**src/rtl/isx_pkg.sv**
```systemverilog
// Package of constants for the indexed stack instruction executor
//
// Contract
// - Indexed move: two words, two cycles
// - Addresses are frame pointer plus offsets
// - Move addresses span whole 12-bit space
// - Indirect-register source reads as zero
// - Indirect-register destination suppresses the write
// - Push stores literal at frame pointer
// - Push then decrements frame pointer by one
// - Push is one word, one cycle
// - Pointer subtract: selectors 0-2, no flags
// - Subtract-and-return subtracts, then pops program counter
// - Subtract-and-return takes two cycles
// - Selector 11 means subtract-and-return on frame pointer
package isx_pkg;
    // Widths
    localparam int ADDR_W = 12;
    localparam int DATA_W = 8;
    localparam int PC_W = 21;
    // Opcode upper bytes
    localparam logic [7:0] OP_MOVE_HI = 8'hEB;
    localparam logic [7:0] OP_SUB_HI = 8'hE9;
    localparam logic [7:0] OP_PUSH_HI = 8'hFA;
    localparam logic [3:0] OP_SECOND_NIB = 4'hF;
    // Field positions
    localparam int MOVE_SEL_BIT = 7;
    localparam int SEL_LSB = 6;
    localparam logic [1:0] SEL_RETURN = 2'h3;
    localparam logic [1:0] SEL_FRAME = 2'h2;
    // Indirect addressing register addresses (top of data space)
    localparam logic [ADDR_W-1:0] INDIRECT_BASE0 = 12'hFEB;
    localparam logic [ADDR_W-1:0] INDIRECT_BASE1 = 12'hFE3;
    localparam logic [ADDR_W-1:0] INDIRECT_BASE2 = 12'hFDB;
    localparam logic [ADDR_W-1:0] INDIRECT_SPAN = 12'h005;
    localparam logic [ADDR_W-1:0] PTR_RESET = 12'h000;
    localparam logic [DATA_W-1:0] ZERO_DATA = 8'h00;
    // States
    typedef enum logic [2:0] {
        ISX_IDLE = 3'b001,
        ISX_MOVE2 = 3'b010,
        ISX_RET2 = 3'b100
    } isx_state_e;
endpackage

```
**src/rtl/isx_indirect_detect.sv**
```systemverilog
// Detector of indirect addressing register addresses
`timescale 1ns/100ps
`default_nettype none
module isx_indirect_detect #(
    parameter int ADDR_W = 12
) (
    input wire logic [ADDR_W-1:0] addr,
    output logic hit
);
    // Windows are fixed at the package width
    if (ADDR_W != isx_pkg::ADDR_W) begin : g_chk
        $error("isx_indirect_detect needs the package address width");
    end
    // Each pointer owns five indirect registers starting at its base
    function automatic logic in_group(input logic [ADDR_W-1:0] a, input logic [ADDR_W-1:0] b);
        in_group = (a >= b) && (a < b + isx_pkg::INDIRECT_SPAN);
    endfunction
    assign hit = in_group(addr, isx_pkg::INDIRECT_BASE0)
               | in_group(addr, isx_pkg::INDIRECT_BASE1)
               | in_group(addr, isx_pkg::INDIRECT_BASE2);
endmodule
`default_nettype wire

```
**src/rtl/isx_exec.sv**
```systemverilog
// Execute unit for indexed move, push literal and pointer subtract instructions
`timescale 1ns/100ps
`default_nettype none
module isx_exec #(
    parameter int ADDR_W = isx_pkg::ADDR_W
) (
    input wire logic clk_sys,
    input wire logic rst,
    input wire logic instr_valid,
    input wire logic [15:0] instr_word,
    input wire logic [7:0] mem_rdata,
    input wire logic [isx_pkg::PC_W-1:0] return_stack_top,
    output logic [ADDR_W-1:0] mem_raddr,
    output logic [ADDR_W-1:0] mem_waddr,
    output logic [7:0] mem_wdata,
    output logic mem_we,
    output logic pc_load,
    output logic [isx_pkg::PC_W-1:0] pc_value,
    output logic stack_pop,
    output logic busy,
    output logic [ADDR_W-1:0] ptr0,
    output logic [ADDR_W-1:0] ptr1,
    output logic [ADDR_W-1:0] frame_pointer
);
    if (ADDR_W != 12) begin : g_chk
        $error("isx_exec supports a 12-bit data space only");
    end

    isx_pkg::isx_state_e state;
    isx_pkg::isx_state_e next_state;
    logic src_zero; // Source hit an indirect register

    // Decode of the first word
    wire logic [7:0] op_hi = instr_word[15:8];
    wire logic [1:0] sel = instr_word[isx_pkg::SEL_LSB +: 2];
    wire logic [ADDR_W-1:0] lit6 = {6'h00, instr_word[5:0]};
    wire logic [ADDR_W-1:0] off7 = {5'h00, instr_word[6:0]};
    wire logic idle = (state == isx_pkg::ISX_IDLE);
    wire logic dec_move = idle && instr_valid && op_hi == isx_pkg::OP_MOVE_HI
                          && instr_word[isx_pkg::MOVE_SEL_BIT];
    wire logic dec_push = idle && instr_valid && op_hi == isx_pkg::OP_PUSH_HI;
    wire logic dec_sub = idle && instr_valid && op_hi == isx_pkg::OP_SUB_HI;
    wire logic dec_ret = dec_sub && sel == isx_pkg::SEL_RETURN;
    wire logic dec_fsub = dec_sub && sel != isx_pkg::SEL_RETURN;
    wire logic second_ok = instr_valid && instr_word[15:12] == isx_pkg::OP_SECOND_NIB;

    // source and destination wrap in twelve bits
    wire logic [ADDR_W-1:0] src_addr = frame_pointer + off7;
    wire logic [ADDR_W-1:0] dst_addr = frame_pointer + off7;
    wire logic dst_indirect;
    wire logic src_indirect;
    isx_indirect_detect #(.ADDR_W(ADDR_W)) u_src (.addr(src_addr), .hit(src_indirect));
    isx_indirect_detect #(.ADDR_W(ADDR_W)) u_dst (.addr(dst_addr), .hit(dst_indirect));
    wire logic move_wr = (state == isx_pkg::ISX_MOVE2) && second_ok;

    // Next state selection
    always_comb begin
        next_state = state;
        unique case (state)
            isx_pkg::ISX_IDLE: begin
                if (dec_move) begin
                    next_state = isx_pkg::ISX_MOVE2;
                end else if (dec_ret) begin
                    next_state = isx_pkg::ISX_RET2;
                end
            end
            isx_pkg::ISX_MOVE2: begin
                if (instr_valid) begin
                    next_state = isx_pkg::ISX_IDLE;
                end
            end
            isx_pkg::ISX_RET2: next_state = isx_pkg::ISX_IDLE;
            default: next_state = isx_pkg::ISX_IDLE;
        endcase
    end

    // State register and move latch
    always_ff @(posedge clk_sys) begin
        if (rst) begin
            state <= isx_pkg::ISX_IDLE;
            src_zero <= 1'b0;
        end else begin
            state <= next_state;
            if (dec_move) begin
                src_zero <= src_indirect;
            end
        end
    end

    // Pointer updates, no status flags touched
    always_ff @(posedge clk_sys) begin
        if (rst) begin
            ptr0 <= isx_pkg::PTR_RESET;
            ptr1 <= isx_pkg::PTR_RESET;
            frame_pointer <= isx_pkg::PTR_RESET;
        end else begin
            if (dec_fsub && sel == 2'h0) begin
                ptr0 <= ptr0 - lit6;
            end
            if (dec_fsub && sel == 2'h1) begin
                ptr1 <= ptr1 - lit6;
            end
            if ((dec_fsub && sel == isx_pkg::SEL_FRAME) || dec_ret) begin
                frame_pointer <= frame_pointer - lit6;
            end else if (dec_push) begin
                frame_pointer <= frame_pointer - 12'h001;
            end
        end
    end

    // Memory, program counter and stack outputs
    always_ff @(posedge clk_sys) begin
        if (rst) begin
            mem_raddr <= isx_pkg::PTR_RESET;
            mem_waddr <= isx_pkg::PTR_RESET;
            mem_wdata <= isx_pkg::ZERO_DATA;
            mem_we <= 1'b0;
            pc_load <= 1'b0;
            pc_value <= '0;
            stack_pop <= 1'b0;
            busy <= 1'b0;
        end else begin
            busy <= (next_state != isx_pkg::ISX_IDLE);
            mem_we <= 1'b0;
            pc_load <= 1'b0;
            stack_pop <= 1'b0;
            if (dec_move) begin
                mem_raddr <= src_addr;
            end
            if (dec_push) begin
                mem_waddr <= frame_pointer;
                mem_wdata <= instr_word[7:0];
                mem_we <= 1'b1;
            end else if (move_wr) begin
                mem_waddr <= dst_addr;
                mem_wdata <= src_zero ? isx_pkg::ZERO_DATA : mem_rdata;
                mem_we <= !dst_indirect;
            end
            if (dec_ret) begin
                pc_load <= 1'b1;
                pc_value <= return_stack_top;
                stack_pop <= 1'b1;
            end
        end
    end
endmodule
`default_nettype wire

```
**config.mk**
```make
export PLATFORM = sky130hd
export DESIGN_NAME = isx_exec
export DESIGN_NICKNAME = d
export VERILOG_FILES = /design/src/rtl/isx_pkg.sv /design/src/rtl/isx_indirect_detect.sv /design/src/rtl/isx_exec.sv
export SDC_FILE = /design/constraint.sdc
export NUM_CORES = 1
export LEC_CHECK = 0
export BUFFER_PORTS_ARGS = -buffer_cell sky130_fd_sc_hd__buf_2
export CORE_ASPECT_RATIO = 1.1
export CORE_MARGIN = 1.5
export CORE_UTILIZATION = 43
export CTS_CLUSTER_DIAMETER = 150
export CTS_CLUSTER_SIZE = 30
export DETAILED_ROUTE_END_ITERATION = 12
export HOLD_SLACK_MARGIN = 0.03
export PLACE_DENSITY = 0.71
export SLEW_MARGIN = 20
export SYNTH_ARGS = -nofsm -noshare
export SYNTH_HDL_FRONTEND = slang
export SYNTH_SLANG_ARGS = --single-unit
```
**constraint.sdc**
```tcl
create_clock -name clk_sys -period 4.8 [get_ports clk_sys]
set_clock_uncertainty 0.1 [all_clocks]
set_input_delay 0.72 -clock clk_sys [delete_from_list [all_inputs] [get_ports clk_sys]]
set_output_delay 0.72 -clock clk_sys [all_outputs]
set_load 0.01 [all_outputs]
```
==> flow_summary.yaml <==
routing:
  postRouteAntennaNets: 0
  dr_total_vias: 4483
  drc: 0
  drt_wl_total_um: 12500
  wl_per_cell_um: 14.6
  dr.pass1.iters: 5
  drtIter0Drc: 224
  viasPerCell: 5.24
power_and_ir_drop:
  powerDensity_nw_per_um2: 282
  peakVddDrop_v: 0.000181
  p_leak_nw: 2.60
  power.total_mw: 1.67
synth:
  synthTopCellsByArea: "dfxtp_1 40%, nand2_1 7.2%, ha_1 6.5%"
  synth_top_cell_by_area: "dfxtp_1"
  synth_area_um2: 4830
  syn_nets: 661
  synth_top_flop_cell: "dfxtp_1"
  synth-seq-cells: 96
  synth-seq-area-share_pct: 39.8
  synth-edff-count: 0
  yosysWarnings: 0
  synth_cells: 584
  synth_top_area_share_pct: 39.8
  syn_avg_cell_area_um2: 8.27
  synth_cell_types: 55
  synthArstFlopShare_pct: 0
setup_path:
  cp.required_ns: 4.97
  cp-end-kind: "register"
  worstReg2RegEnd: "frame_pointer[10]"
  r2r_slack_ns: 1.53
  worstPathArrival_ns: 3.55
  r2r_start: "state[2]"
  crit_buf_inv: 1
  path_class: "primary input to register"
  path_cells: "buf_2 > and4bb_2 > and3_4 > and3_1 > nand2_1 > ha_1 > nor2b_1 > o21ai_0 > a21boi_0 > o21ai_0 > nand2_1 > or4_1 > a21oi_1"
  slowest_stage: "or4_1"
  max_stage_delay_ns: 0.41
  cp_top_family: "simple AND/OR/NAND/NOR gates"
  rr_worst_depth: 12
  cp_max_fo: 8
  critPathLaunchType: "primary input"
sta:
  min_period_ns: 3.38
  finalHoldViolCount: 0
  final-setup-viol-count: 0
  rsz0062_at_grt: "no"
  slew_headroom_pct: 34.1
  fmax_mhz: 296
  setup_ws_ns: 1.42
  post-route-period-util_pct: 70.3
  whs_ns: 0.348
  tns_ns: 0
  tightest_slew_ns: 0.983
  slew_viol_final: 0
cells_and_area:
  layout-drive-gt1-share_pct: 24.0
  num_antenna_cells: 0
  layout_common_cells: "140 x buf_2, 96 x dfxtp_1, 92 x nand2_1, 73 x nor2_1, 57 x a21oi_1"
  area_delta_synth_final_pct: 22.7
  fin_nets: 781
  fill_cells: 1062
  final_common_cell: "buf_2"
clock_tree:
  htree_num_levels: 3
  clk_pin_slew_worst_paths_ns: 0.06
  cts_root_buffer: "clkbuf_16"
  cts_hold_buf: 0
  numCtsBuffers: 9
  cts_sinks: 96
  clock_path_buffers: 2
  clock_latency_ns: 0.34
  cts_setup_buffers: 0
  cts_tree: "done"
  ctsResizeCount: 0
placement:
  port_buffers: 140
  dpl.hpwl_um: 9330
  gp_congestion: 0.837
  dp_slack_ns: 1.08
global_routing:
  grt_pass1_vias: 4190
  antenna_found_initial: 0
  overflow: 0
  grt_pass1_wl_um: 20100
  grt_max_degree: 51
  track_usage_pct: 21.0
floorplanning:
  ios: 141
  dieArea_um2: 11900
  start_util_pct: 44.3
  core-area_um2: 10900
  num_rows: 40
  die_h_um: 114
  fp.dieW_um: 104
hold_path:
  min_delay_path_depth: 2
  hold_end: "mem_raddr[6]"
  min_path_type: "register to register"
  worstHoldStart: "mem_raddr[6]"
outcome:
  status: "finished clean"
flow_run:
  cap_violations: 0
power by group:
part / switching, mW / internal (mW) / total (mW)
clock: 0.300 / 0.486 / 0.786
sequential: 0.00106 / 0.797 / 0.798
combinational: 0.0509 / 0.0349 / 0.0857
how the worst max path moves through the flow:
stage          depth (start not counted)           endpoint      startpoint  slack, ns
4_1_cts                               13  frame_pointer[10]  instr_word[10]       1.44
3_5_place_dp                          13  frame_pointer[10]  instr_word[10]       1.08
6_report                              13  frame_pointer[10]  instr_word[10]       1.42
5_1_grt                               12  frame_pointer[10]   instr_word[9]       1.16
3_3_place_gp                          13  frame_pointer[10]  instr_word[10]       1.18
2_1_floorplan                         13  frame_pointer[10]  instr_word[10]       1.45
tightest hold or removal path: cells and delay by family (launching register included):
family	cells	cell delay [ns]
simple gates	1	0.05
compound gates	1	0.05
flops	1	0.31
metrics by stage:
stage / util (%) / area (um2) / std cells
6_report: 54.3 / 5930 / 856
5_1_grt: 54.3 / 5930 / 856
4_1_cts: 54.3 / 5930 / 856
3_5_place_dp: 51.3 / 5600 / 840
3_3_place_gp: 51.3 / 5600 / 840
2_1_floorplan: - / 4830 / 584
layout make-up:
| type | count | area, um2 | area share, % |
|---|---|---|---|
| Timing Repair Buffer | 142 | 716 | 12.1 |
| Sequential cell | 96 | 1920 | 32.4 |
| Multi-Input combinational cell | 436 | 2700 | 45.6 |
| Inverter | 19 | 71.3 | 1.20 |
| Clock buffer | 12 | 256 | 4.33 |
| Clock inverter | 4 | 76.3 | 1.29 |
| Tap cell | 147 | 184 | 3.10 |
layer usage:
metal  vias to the layer above  wire length (um)  GRT usage (%)
li1                       2256                 -              -
met1                      2066              5610           27.0
met2                       137              5790           34.3
met3                        24               795           4.84
met4                         0               307           8.52
met5                         -                 0              0
cells in the mapped netlist, types with 3 or more instances:
cell / count
xnor2_1: 17
fa_1: 4
nor2_1: 73
dfxtp_1: 96
nand4_1: 3
mux2i_1: 6
nor3_1: 11
nor2b_1: 14
a211oi_1: 10
nand2_1: 92
a21boi_0: 5
clkbuf_1: 27
a22oi_1: 10
o21a_1: 7
a31oi_1: 3
buf_2: 3
a21oi_1: 57
o21ai_0: 20
xor2_1: 14
a222oi_1: 7
inv_1: 19
and3b_1: 3
ha_1: 25
buf_4: 3
nand2b_1: 5
nor4_1: 3
nand3_1: 6
and2_1: 3
flip-flops by register name, indices dropped and copies added, names as in the netlist:
name and flops:
busy 1, frame_pointer 12, mem_raddr 12, mem_waddr 12
mem_wdata 8, mem_we 1, pc_value 21, ptr0 12
ptr1 12, src_zero 1, stack_pop 1, state 3
cell families (layout without fill, tap and decap cells):
family	Yosys count	after routing	share of synthesized area (%)
muxes	6	6	1.24
and+or+nand+nor	234	234	23.1
xor gates and xnor gates	31	31	5.62
DFF	96	96	39.8
buffers and inverters	52	177	4.35
AOI/OAI and AO/OA	136	136	17.7
adders and majority gates	29	29	8.13
Power figures use the tool's default switching activity.
